==> config.mk <==
export PLATFORM = sky130hd
export DESIGN_NAME = ftu_timer_unit
export DESIGN_NICKNAME = d
export VERILOG_FILES = /design/src/core/ftu_pkg.sv /design/src/core/ftu_pin_sync.sv /design/src/core/ftu_timer_unit.sv
export SDC_FILE = /design/constraint.sdc
export NUM_CORES = 1
export LEC_CHECK = 0
export ABC_AREA = 1
export BUFFER_PORTS_ARGS = -buffer_cell sky130_fd_sc_hd__buf_4
export CAP_MARGIN = 20
export CORE_MARGIN = 4
export CORE_UTILIZATION = 30
export CTS_BUF_LIST = sky130_fd_sc_hd__clkbuf_16
export DETAILED_ROUTE_END_ITERATION = 8
export PLACE_DENSITY = 0.45
export SYNTH_ARGS = -nofsm -noshare
export SYNTH_HDL_FRONTEND = slang
export SYNTH_HIERARCHICAL = 1
export SYNTH_SLANG_ARGS = --single-unit
==> constraint.sdc <==
create_clock -name ref_clk -period 3.45 [get_ports ref_clk]
set_clock_uncertainty 0.1 [all_clocks]
set_input_delay 0.345 -clock ref_clk [delete_from_list [all_inputs] [get_ports ref_clk]]
set_output_delay 0.345 -clock ref_clk [all_outputs]
set_load 0.02 [all_outputs]
==> src/core/ftu_pkg.sv <==
/*
  Package for the four-channel timer unit: register addresses, field
  positions, mode codes, the prescale table and the sampled-pin carrier.
  Assumes a 4-bit register address and an 8-bit data bus.
*/
package ftu_pkg;

  localparam int NUM_TIMERS = 4;
  localparam int NUM_AUX = 2;

  // register addresses on the peripheral bus
  localparam logic [3:0] ADDR_AB_CTRL = 4'h9;
  localparam logic [3:0] ADDR_CD_CTRL = 4'ha;
  localparam logic [3:0] ADDR_DATA_A = 4'hc;
  localparam logic [3:0] ADDR_DATA_B = 4'hd;
  localparam logic [3:0] ADDR_DATA_C = 4'he;
  localparam logic [3:0] ADDR_DATA_D = 4'hf;

  // timer_ab_control fields
  localparam int AB_A_LSB = 0;
  localparam int AB_B_LSB = 4;
  // timer_cd_control fields
  localparam int CD_D_LSB = 0;
  localparam int CD_FORCE_B = 3;
  localparam int CD_C_LSB = 4;
  localparam int CD_FORCE_A = 7;

  localparam logic [7:0] CTRL_RESET = 8'h00;
  localparam logic [7:0] COUNT_ONE = 8'h01;
  localparam logic [7:0] READ_ZERO = 8'h00;
  localparam logic [7:0] PSC_ZERO = 8'h00;
  localparam logic [7:0] PSC_STEP = 8'h01;
  localparam logic [3:0] CODE_STOP = 4'h0;
  localparam logic [3:0] CODE_EVENT = 4'h8;
  localparam int MODE_TOP = 3;

  typedef enum logic [1:0] {
    mode_stopped,
    mode_delay,
    mode_event,
    mode_pulse
  } ftu_mode_t;

  // one snapshot of the asynchronous pins
  typedef struct packed {
    logic wr_b;
    logic rd_b;
    logic [3:0] addr;
    logic [7:0] data;
    logic aux_line4;
    logic aux_line3;
  } ftu_pins_t;

  localparam ftu_pins_t PINS_IDLE = '{wr_b: 1'b1, rd_b: 1'b1,
                                      addr: 4'h0, data: 8'h00,
                                      aux_line4: 1'b0, aux_line3: 1'b0};

  function automatic ftu_mode_t decode_mode(input logic [3:0] code);
    if (code == CODE_STOP) begin
      return mode_stopped;
    end else if (code == CODE_EVENT) begin
      return mode_event;
    end else if (code[MODE_TOP]) begin
      return mode_pulse;
    end
    return mode_delay;
  endfunction

  function automatic logic [7:0] prescale_div(input logic [2:0] sel);
    case (sel)
      3'h1: return 8'h04;
      3'h2: return 8'h0a;
      3'h3: return 8'h10;
      3'h4: return 8'h32;
      3'h5: return 8'h40;
      3'h6: return 8'h64;
      3'h7: return 8'hc8;
      default: return 8'h01;
    endcase
  endfunction

endpackage

==> src/core/ftu_pin_sync.sv <==
/*
  Two-flop synchroniser for the sampled pin bundle of the timer unit.
  Assumes the pins are asynchronous to ref_clk and stable for several
  clocks around each strobe edge, as bus timing guarantees.
*/
`timescale 1ns/1ps
module ftu_pin_sync (
  input wire logic ref_clk, // timer clock
  input wire logic rst_b, // async reset, active low
  input wire logic clk_en, // freezes the flops while low
  input wire ftu_pkg::ftu_pins_t pins_raw, // pins straight from the pads
  output ftu_pkg::ftu_pins_t pins_sync // pins after two flops
);

  ftu_pkg::ftu_pins_t stage1;

  // stage1 feeds only the second flop
  always_ff @(posedge ref_clk or negedge rst_b) begin
    if (!rst_b) begin
      stage1 <= ftu_pkg::PINS_IDLE;
      pins_sync <= ftu_pkg::PINS_IDLE;
    end else if (clk_en) begin
      stage1 <= pins_raw;
      pins_sync <= stage1;
    end
  end

endmodule

==> src/core/ftu_timer_unit.sv <==
/*
  Four 8-bit reloading down-counter timers with prescalers and toggling
  outputs, plus the register port through which the host controls them.
  Assumes the host drives active-low write and read strobes with address
  and data set up around them, and that the interrupt controller beside
  this block supplies the edge bits of general lines 4 and 3.
*/
// What this block does
// (RULE1) four timers: A and B full function, C and D delay only
// (RULE2) stopped timer holds count, loses prescaler residue, write reloads
// (RULE3) delay mode: prescaler runs, one count pulse per prescale period
// (RULE4) count pulse decrements; at 01 it reloads and emits a time-out
// (RULE5) time-out signals the interrupt channel and toggles the output
// (RULE6) counters are 8-bit down counters readable any time
// (RULE7) read returns the value latched when the read strobe fell
// (RULE8) write loads counter only if stopped; running takes it at reload
// (RULE9) host must not write a running timer while its count is 01
// (RULE10) reload 01 times out every pulse, 00 every 256 pulses
// (RULE11) prescale change mid-run: first time-out within 1 to 200 clocks
// (RULE12) timer A gated by line 4, timer B by line 3; interrupts stay
// (RULE13) pulse-width mode runs only while aux input is at active level
// (RULE14) pulse-width mode flips the aux interrupt edge to mark pulse end
// (RULE15) entering or leaving pulse-width mode may raise an interrupt
// (RULE16) event mode bypasses prescaler; active aux edges decrement
// (RULE17) source holds aux at each level for at least 4 timer clocks
// (RULE18) device reset drives every timer output low
// (RULE19) device reset leaves data registers and counters unchanged
// (RULE20) output-reset bit holds A or B output low only during the write
// (RULE21) A/B code: 0 stop, 1-7 delay, 8 event, 9-15 pulse width
// (RULE22) outputs of timers C and D serve as serial baud clocks
// (RULE23) A/B control: A code in low nibble, B code in high nibble
// (RULE24) C/D codes are 3 bits: 0 stops, others delay with same prescales
`timescale 1ns/1ps
module ftu_timer_unit (
  input wire logic ref_clk, // timer clock, 100 MHz
  input wire logic rst_b, // device reset, async, active low
  input wire logic clk_en, // freezes all state while low
  input wire logic wr_strobe_b, // chip-enable write strobe, active low
  input wire logic rd_strobe_b, // chip-enable read strobe, active low
  input wire logic [3:0] addr, // register address
  input wire logic [7:0] data_in, // data bus, host to block
  output logic [7:0] data_out, // data bus, block to host
  output logic data_oe, // high while the block drives the data bus
  input wire logic aux_line4, // general input line 4, timer A aux
  input wire logic aux_line3, // general input line 3, timer B aux
  input wire logic edge_bit_line4, // edge bit of line 4, 1 = rising
  input wire logic edge_bit_line3, // edge bit of line 3, 1 = rising
  output logic [1:0] aux_irq_level, // to line 4/3 interrupt channels
  output logic [3:0] timeout_pulse, // to timer D..A interrupt channels
  output logic [3:0] timer_outputs // toggling outputs, D..A
);

  ftu_pkg::ftu_pins_t pins_raw;
  ftu_pkg::ftu_pins_t pins;
  logic wr_b_prev;
  logic rd_b_prev;
  logic wr_rise;
  logic wr_low;
  logic rd_fall;

  logic [7:0] timer_ab_control;
  logic [2:0] code_c;
  logic [2:0] code_d;
  logic [3:0] code [ftu_pkg::NUM_TIMERS];
  ftu_pkg::ftu_mode_t mode [ftu_pkg::NUM_TIMERS];
  logic [7:0] div [ftu_pkg::NUM_TIMERS];

  logic [7:0] reload [ftu_pkg::NUM_TIMERS];
  logic [7:0] counter [ftu_pkg::NUM_TIMERS];
  logic [7:0] psc [ftu_pkg::NUM_TIMERS];
  logic [3:0] load;
  logic [3:0] run_psc;
  logic [3:0] psc_done;
  logic [3:0] cnt_pulse;
  logic [3:0] expire;
  logic [3:0] force_low;

  logic [1:0] aux_level;
  logic [1:0] edge_bit;
  logic [1:0] gate;
  logic [1:0] gate_prev;
  logic [1:0] gate_rise;
  logic [1:0] pulse_mode;
  logic [7:0] next_read;
  localparam logic [7:0] COUNT_STEP = ftu_pkg::COUNT_ONE;

  assign pins_raw = '{wr_b: wr_strobe_b, rd_b: rd_strobe_b, addr: addr,
                      data: data_in, aux_line4: aux_line4,
                      aux_line3: aux_line3};

  ftu_pin_sync u_pin_sync (
    .ref_clk(ref_clk),
    .rst_b(rst_b),
    .clk_en(clk_en),
    .pins_raw(pins_raw),
    .pins_sync(pins)
  );

  // strobe edges are taken from the synchronised copies
  always_ff @(posedge ref_clk or negedge rst_b) begin
    if (!rst_b) begin
      wr_b_prev <= 1'b1;
      rd_b_prev <= 1'b1;
    end else if (clk_en) begin
      wr_b_prev <= pins.wr_b;
      rd_b_prev <= pins.rd_b;
    end
  end

  // writes commit on the rising strobe, when address and data are settled
  assign wr_rise = pins.wr_b & ~wr_b_prev;
  assign wr_low = ~pins.wr_b;
  assign rd_fall = ~pins.rd_b & rd_b_prev;

  // control registers
  always_ff @(posedge ref_clk or negedge rst_b) begin
    if (!rst_b) begin
      timer_ab_control <= ftu_pkg::CTRL_RESET;
    end else if (clk_en) begin
      if (wr_rise && pins.addr == ftu_pkg::ADDR_AB_CTRL) begin
        timer_ab_control <= pins.data; // RULE23
      end
    end
  end

  always_ff @(posedge ref_clk or negedge rst_b) begin
    if (!rst_b) begin
      code_c <= ftu_pkg::CTRL_RESET[2:0];
      code_d <= ftu_pkg::CTRL_RESET[2:0];
    end else if (clk_en) begin
      if (wr_rise && pins.addr == ftu_pkg::ADDR_CD_CTRL) begin
        code_c <= pins.data[ftu_pkg::CD_C_LSB +: 3];
        code_d <= pins.data[ftu_pkg::CD_D_LSB +: 3];
      end
    end
  end

  // C and D get a zero top bit, so they never reach event or pulse width
  assign code[0] = timer_ab_control[ftu_pkg::AB_A_LSB +: 4]; // RULE23
  assign code[1] = timer_ab_control[ftu_pkg::AB_B_LSB +: 4]; // RULE23
  assign code[2] = {1'b0, code_c}; // RULE24 RULE1
  assign code[3] = {1'b0, code_d}; // RULE24 RULE1

  always_comb begin
    for (int i = 0; i < ftu_pkg::NUM_TIMERS; i++) begin
      mode[i] = ftu_pkg::decode_mode(code[i]); // RULE21
      div[i] = ftu_pkg::prescale_div(code[i][2:0]); // RULE21
    end
  end

  // output force is a level, held only while the write strobe is low
  always_comb begin
    force_low = 4'h0;
    if (wr_low && pins.addr == ftu_pkg::ADDR_CD_CTRL) begin
      force_low[0] = pins.data[ftu_pkg::CD_FORCE_A]; // RULE20
      force_low[1] = pins.data[ftu_pkg::CD_FORCE_B]; // RULE20
    end
  end

  // per-timer data register write strobes
  always_comb begin
    load[0] = wr_rise && pins.addr == ftu_pkg::ADDR_DATA_A;
    load[1] = wr_rise && pins.addr == ftu_pkg::ADDR_DATA_B;
    load[2] = wr_rise && pins.addr == ftu_pkg::ADDR_DATA_C;
    load[3] = wr_rise && pins.addr == ftu_pkg::ADDR_DATA_D;
  end

  // auxiliary lines: A uses line 4, B uses line 3
  assign aux_level[0] = pins.aux_line4; // RULE12
  assign aux_level[1] = pins.aux_line3; // RULE12
  assign edge_bit[0] = edge_bit_line4;
  assign edge_bit[1] = edge_bit_line3;

  always_comb begin
    for (int i = 0; i < ftu_pkg::NUM_AUX; i++) begin
      // active level follows the edge bit, so flipping it can count
      gate[i] = edge_bit[i] ? aux_level[i] : ~aux_level[i]; // RULE13
      gate_rise[i] = gate[i] & ~gate_prev[i]; // RULE16
      pulse_mode[i] = mode[i] == ftu_pkg::mode_pulse;
    end
  end

  always_ff @(posedge ref_clk or negedge rst_b) begin
    if (!rst_b) begin
      gate_prev <= 2'b00;
    end else if (clk_en) begin
      gate_prev <= gate;
    end
  end

  // interrupt level seen by lines 4/3: rises on the normal active edge,
  // or on the opposite edge while in pulse-width mode; a mode change can
  // itself make a rising edge here, which the channel may take as an event
  always_ff @(posedge ref_clk or negedge rst_b) begin
    if (!rst_b) begin
      aux_irq_level <= 2'b00;
    end else if (clk_en) begin
      for (int i = 0; i < ftu_pkg::NUM_AUX; i++) begin
        aux_irq_level[i] <= gate[i] ^ pulse_mode[i]; // RULE14 RULE15
      end
    end
  end

  // count pulse selection
  always_comb begin
    for (int i = 0; i < ftu_pkg::NUM_TIMERS; i++) begin
      run_psc[i] = 1'b0;
      cnt_pulse[i] = 1'b0;
      case (mode[i])
        ftu_pkg::mode_delay: begin
          run_psc[i] = 1'b1; // RULE3
        end
        ftu_pkg::mode_pulse: begin
          if (i < ftu_pkg::NUM_AUX) begin
            run_psc[i] = gate[i % ftu_pkg::NUM_AUX]; // RULE13
          end
        end
        ftu_pkg::mode_event: begin
          if (i < ftu_pkg::NUM_AUX) begin
            cnt_pulse[i] = gate_rise[i % ftu_pkg::NUM_AUX]; // RULE16
          end
        end
        default: begin
          run_psc[i] = 1'b0; // RULE2
        end
      endcase
      // >= covers a divide that shrank below the running count
      psc_done[i] = run_psc[i] && psc[i] >= div[i] - ftu_pkg::PSC_STEP;
      if (psc_done[i]) begin
        cnt_pulse[i] = 1'b1; // RULE3
      end
      expire[i] = cnt_pulse[i] && counter[i] == ftu_pkg::COUNT_ONE;
    end
  end

  // prescalers: a stopped or gated-off prescaler drops its residue
  always_ff @(posedge ref_clk or negedge rst_b) begin
    if (!rst_b) begin
      for (int i = 0; i < ftu_pkg::NUM_TIMERS; i++) begin
        psc[i] <= ftu_pkg::PSC_ZERO;
      end
    end else if (clk_en) begin
      for (int i = 0; i < ftu_pkg::NUM_TIMERS; i++) begin
        if (!run_psc[i] || psc_done[i]) begin
          psc[i] <= ftu_pkg::PSC_ZERO; // RULE2 RULE11
        end else begin
          psc[i] <= psc[i] + ftu_pkg::PSC_STEP; // RULE3
        end
      end
    end
  end

  // reload values and counters have no reset: a device reset keeps them
  always_ff @(posedge ref_clk) begin
    if (clk_en) begin
      for (int i = 0; i < ftu_pkg::NUM_TIMERS; i++) begin
        if (load[i]) begin
          reload[i] <= pins.data; // RULE8 RULE19
        end
      end
    end
  end

  // a running-timer write coinciding with the 01 reload takes the old
  // reload value; the host is expected to avoid that moment
  always_ff @(posedge ref_clk) begin
    if (clk_en) begin
      for (int i = 0; i < ftu_pkg::NUM_TIMERS; i++) begin
        if (load[i] && mode[i] == ftu_pkg::mode_stopped) begin
          counter[i] <= pins.data; // RULE2 RULE8
        end else if (expire[i]) begin
          counter[i] <= reload[i]; // RULE4 RULE9 RULE10
        end else if (cnt_pulse[i]) begin
          // 00 wraps to ff, giving 256 pulses per time-out
          counter[i] <= counter[i] - COUNT_STEP; // RULE4 RULE6 RULE10
        end
      end
    end
  end

  // time-out pulses toward the interrupt channels
  always_ff @(posedge ref_clk or negedge rst_b) begin
    if (!rst_b) begin
      timeout_pulse <= 4'h0;
    end else if (clk_en) begin
      timeout_pulse <= expire; // RULE5
    end
  end

  // toggling outputs; C and D also clock the serial port baud logic
  always_ff @(posedge ref_clk or negedge rst_b) begin
    if (!rst_b) begin
      timer_outputs <= 4'h0; // RULE18
    end else if (clk_en) begin
      for (int i = 0; i < ftu_pkg::NUM_TIMERS; i++) begin
        if (force_low[i]) begin
          timer_outputs[i] <= 1'b0; // RULE20
        end else if (expire[i]) begin
          timer_outputs[i] <= ~timer_outputs[i]; // RULE5 RULE22
        end
      end
    end
  end

  // read mux; unmapped addresses read zero
  always_comb begin
    case (pins.addr)
      ftu_pkg::ADDR_AB_CTRL: next_read = timer_ab_control;
      ftu_pkg::ADDR_CD_CTRL: begin
        next_read = ftu_pkg::READ_ZERO;
        next_read[ftu_pkg::CD_C_LSB +: 3] = code_c;
        next_read[ftu_pkg::CD_D_LSB +: 3] = code_d;
      end
      ftu_pkg::ADDR_DATA_A: next_read = counter[0]; // RULE6
      ftu_pkg::ADDR_DATA_B: next_read = counter[1]; // RULE6
      ftu_pkg::ADDR_DATA_C: next_read = counter[2]; // RULE6
      ftu_pkg::ADDR_DATA_D: next_read = counter[3]; // RULE6
      default: next_read = ftu_pkg::READ_ZERO;
    endcase
  end

  // the read latch freezes at the falling read strobe, so a counter that
  // moves during the host cycle cannot tear the byte on the bus
  always_ff @(posedge ref_clk or negedge rst_b) begin
    if (!rst_b) begin
      data_out <= ftu_pkg::READ_ZERO;
    end else if (clk_en) begin
      if (rd_fall) begin
        data_out <= next_read; // RULE7
      end
    end
  end

  assign data_oe = ~pins.rd_b & ~rd_b_prev;

endmodule

==> flow_summary.ini <==
[routing]
viasPerCell = 4.64
vias = 7181
wl_um = 24200
drtAntennaViolNets = 0
routedWlPerCell_um = 15.7
drt_iter0_drc = 414
drcViolationCount = 0
drt_first_pass_iters = 5

[setup_path]
crit_top_cell = inv_1
crit_fanout = 17
critPathTopFamily = simple AND/OR/NAND/NOR gates
end_kind = register
path_class = register to register
cpPeakStageDelay_ns = 0.45
critPathLaunchType = register
critPathRequiredTime_ns = 3.45
crit_start = code_c[1]
arrival_ns = 2.73
crit_buf_inv = 3
crit_chain = nor2_1 > inv_1 > nor2_1 > inv_1 > ha_1 > inv_1 > a21oi_1 > o21ai_0 > nand2_1 > nand3_2 > nand3_2 > nand2_1
crit_slowest_cell = dfrtp_1
timing.rr.start = code_c[1]

[yosys]
ys_ff_latch = 164
synth.avg_cell_area_um2 = 8.49
yosys_warnings = 6
syn_nets = 1150
synth.cell_area_um2 = 9200
yosysSeqAreaShare_pct = 48.2
synthCells = 1083
ys_types = 45

[timing]
rsz0062_at_grt = no
finalHoldViolations = 0
maxSlewHeadroom_pct = 53.0
min_period_ns = 2.73
setup_viol = 0
tns_ns = 0
fin_crit_sh_pct = 79.2
worst_pin_slew_ns = 0.698
maxSlewViolCount = 0
fmax_ghz = 0.366

[finish]
fill_cells = 3141
area_delta_synth_final_pct = 15.3
fin_nets = 1210
drive_above_1_share_pct = 11.4
antennaDiodeCount = 0
final_util_pct = 35.4

[cts]
clock_sinks = 164
post-cts-setup-buffer-count = 0
clk_latency_ns = 0.44
clk_pin_slew_ns = 0.07
clock_path_buffers = 2
cts_made_buffers = 17
h-tree-depth = 4
cts_tree = built
root_buffer = clkbuf_16

[grt]
grt_pass1_vias = 6751
grt_usage_pct = 14.7
grt_max_degree = 63
grt_pass1_wl_um = 38500
antenna_found_initial = 0
grt.overflow.total = 0

[placed_design]
dp_hpwl_um = 17800
gp_congestion = 0.843
numPortBuffers = 39

[floorplan]
core_um2 = 30000
fp.dieW_um = 183
initial_core_util_pct = 30.7
die_y_um = 183
boundaryPins = 40
dieArea_um2 = 33500
rows = 63

[pwr]
ir_worst_vdd_mv = 0.407
switchingPower_mw = 1.93
p_int_mw = 3.64
leakage_nw = 5.09
power.density_nw_per_um2 = 525
clkPwrFrac_pct = 33.6
p_seq_share_pct = 43.6
p_sw_share_pct = 34.6
pwr-share-comb_pct = 22.8

[run_status]
status = finished, final reports clean

[min_path]
hp-class = primary input to register
hold_start = clk_en

[run]
maxCapViolCount = 0
through the flow:
stage	setup WS [ns]	power [mW]	instances	area [µm²]	hold WS, ns
finish	0.718	5.57	1546	10600	0.105
global route	0.410	5.91	1546	10600	0.113
CTS	0.697	5.64	1546	10600	0.0870
detailed placement	0.702	3.73	1497	9870	0.290
global placement	0.737	3.72	1497	9870	0.289
floorplan	1.05	3.33	1083	9200	-0.0506
worst paths after layout:
path	slack, ns	cells past startpoint	to
worst max register to register	0.72	12	counter[2][5]
worst max-delay path	0.72	12	counter[2][5]
max in group asynchronous	2.12	3	u_pin_sync/stage1[14]
worst min register to register	0.37	2	u_pin_sync/stage1[14]
worst min-delay path	0.10	3	wr_b_prev
min in group asynchronous	0.35	2	psc[30]
cells by family after synthesis:
logic type	share of synthesized area, %
compound gates	7.24
fa+ha+maj	6.26
flops	48.2
xor+xnor	3.24
buf+inv	7.97
simple gates	27.1
worst register-to-register path, delay by kind of cell, from the launching register on:
kind	cells	cell delay (ns)
adders and majority gates	1	0.20
buffers and inverters	3	0.24
AOI/OAI and AO/OA	2	0.19
and+or+nand+nor	6	1.23
DFF	1	0.45
flip-flops by register name, summed over array words and instances, names as in the netlist:
name	count
u_pin_sync/pins_sync	16
code_d	3
gate_prev	2
timer_ab_control	8
aux_irq_level	2
reload	32
data_out	8
rd_b_prev	1
u_pin_sync/stage1	16
counter	32
psc	32
timeout_pulse	4
wr_b_prev	1
timer_outputs	4
code_c	3
layout make-up:
cell class                      count  area, µm²  share of cell area [%]
Sequential cell                   164       4430                    41.8
Multi-Input combinational cell    752       4040                    38.0
Inverter                          143        544                    5.13
Timing Repair Buffer               65        543                    5.12
Tap cell                          390        488                    4.60
Clock buffer                       18        450                    4.25
Clock inverter                     14        116                    1.10
power groups by stage:
stage / clock network (mW) / logic [mW] / registers, mW
after detailed placement: 0 / 1.27 / 2.47
after global placement: 0 / 1.26 / 2.46
after floorplan: 0 / 0.910 / 2.42
final: 1.87 / 1.27 / 2.43
after global routing: 2.01 / 1.45 / 2.45
after CTS: 1.93 / 1.29 / 2.43
placed cells by master, fill, tap and decap left out, types with 6 or more instances in the layout:
cell           count
o21ai_0           62
dfrtp_1           94
nand3_1           70
nand4_1           21
ha_1              46
edfxtp_1          64
nor3_1            20
o31ai_1            6
xnor2_1            9
clkbuf_16         18
nor2_1            84
a21oi_1           33
nand2_2           15
dlygate4sd3_1     17
o22ai_1           14
xor2_1            25
nand2_1          309
inv_1            136
dfstp_2            6
buf_4             47
what timing repair did:
action	CTS	global route
hold buffers	17	0
setup endpoints to repair	0	0
hold endpoints to repair	53	0
resized for setup	0	0
layer usage:
| layer | global-route usage, % | up-vias | part of all wire (%) |
|---|---|---|---|
| met3 | 2.52 | 20 | 3.2 |
| met1 | 21.1 | 3383 | 50 |
| met2 | 22.9 | 120 | 45 |
| met4 | 4.41 | 0 | 1.5 |
| li1 | - | 3658 | - |
| met5 | 0 | - | 0 |
Yosys cell counts, drive strengths merged:
| master | instances | area share, % |
|---|---|---|
| nor3 | 26 | 1.9 |
| xor2 | 25 | 2.4 |
| o21ai | 63 | 3.4 |
| dfrtp | 94 | 26 |
| inv | 142 | 5.9 |
| nor2 | 88 | 3.9 |
| nor4 | 3 | 0.37 |
| xnor2 | 9 | 0.86 |
| clkbuf | 10 | 0.73 |
| dfstp | 6 | 1.7 |
| or2 | 2 | 0.14 |
| o31ai | 6 | 0.49 |
| buf | 14 | 1.3 |
| o22ai | 14 | 0.95 |
| a21oi | 33 | 1.8 |
| o211ai | 1 | 0.082 |
| nand4 | 23 | 1.7 |
| o21a | 4 | 0.33 |
| nand3 | 78 | 4.9 |
| edfxtp | 64 | 21 |
| o221ai | 1 | 0.095 |
| clkinv | 1 | 0.041 |
| nand3b | 2 | 0.16 |
| nand2 | 327 | 14 |
| a31oi | 1 | 0.068 |
| ha | 46 | 6.3 |
Power figures use the tool's default switching activity.
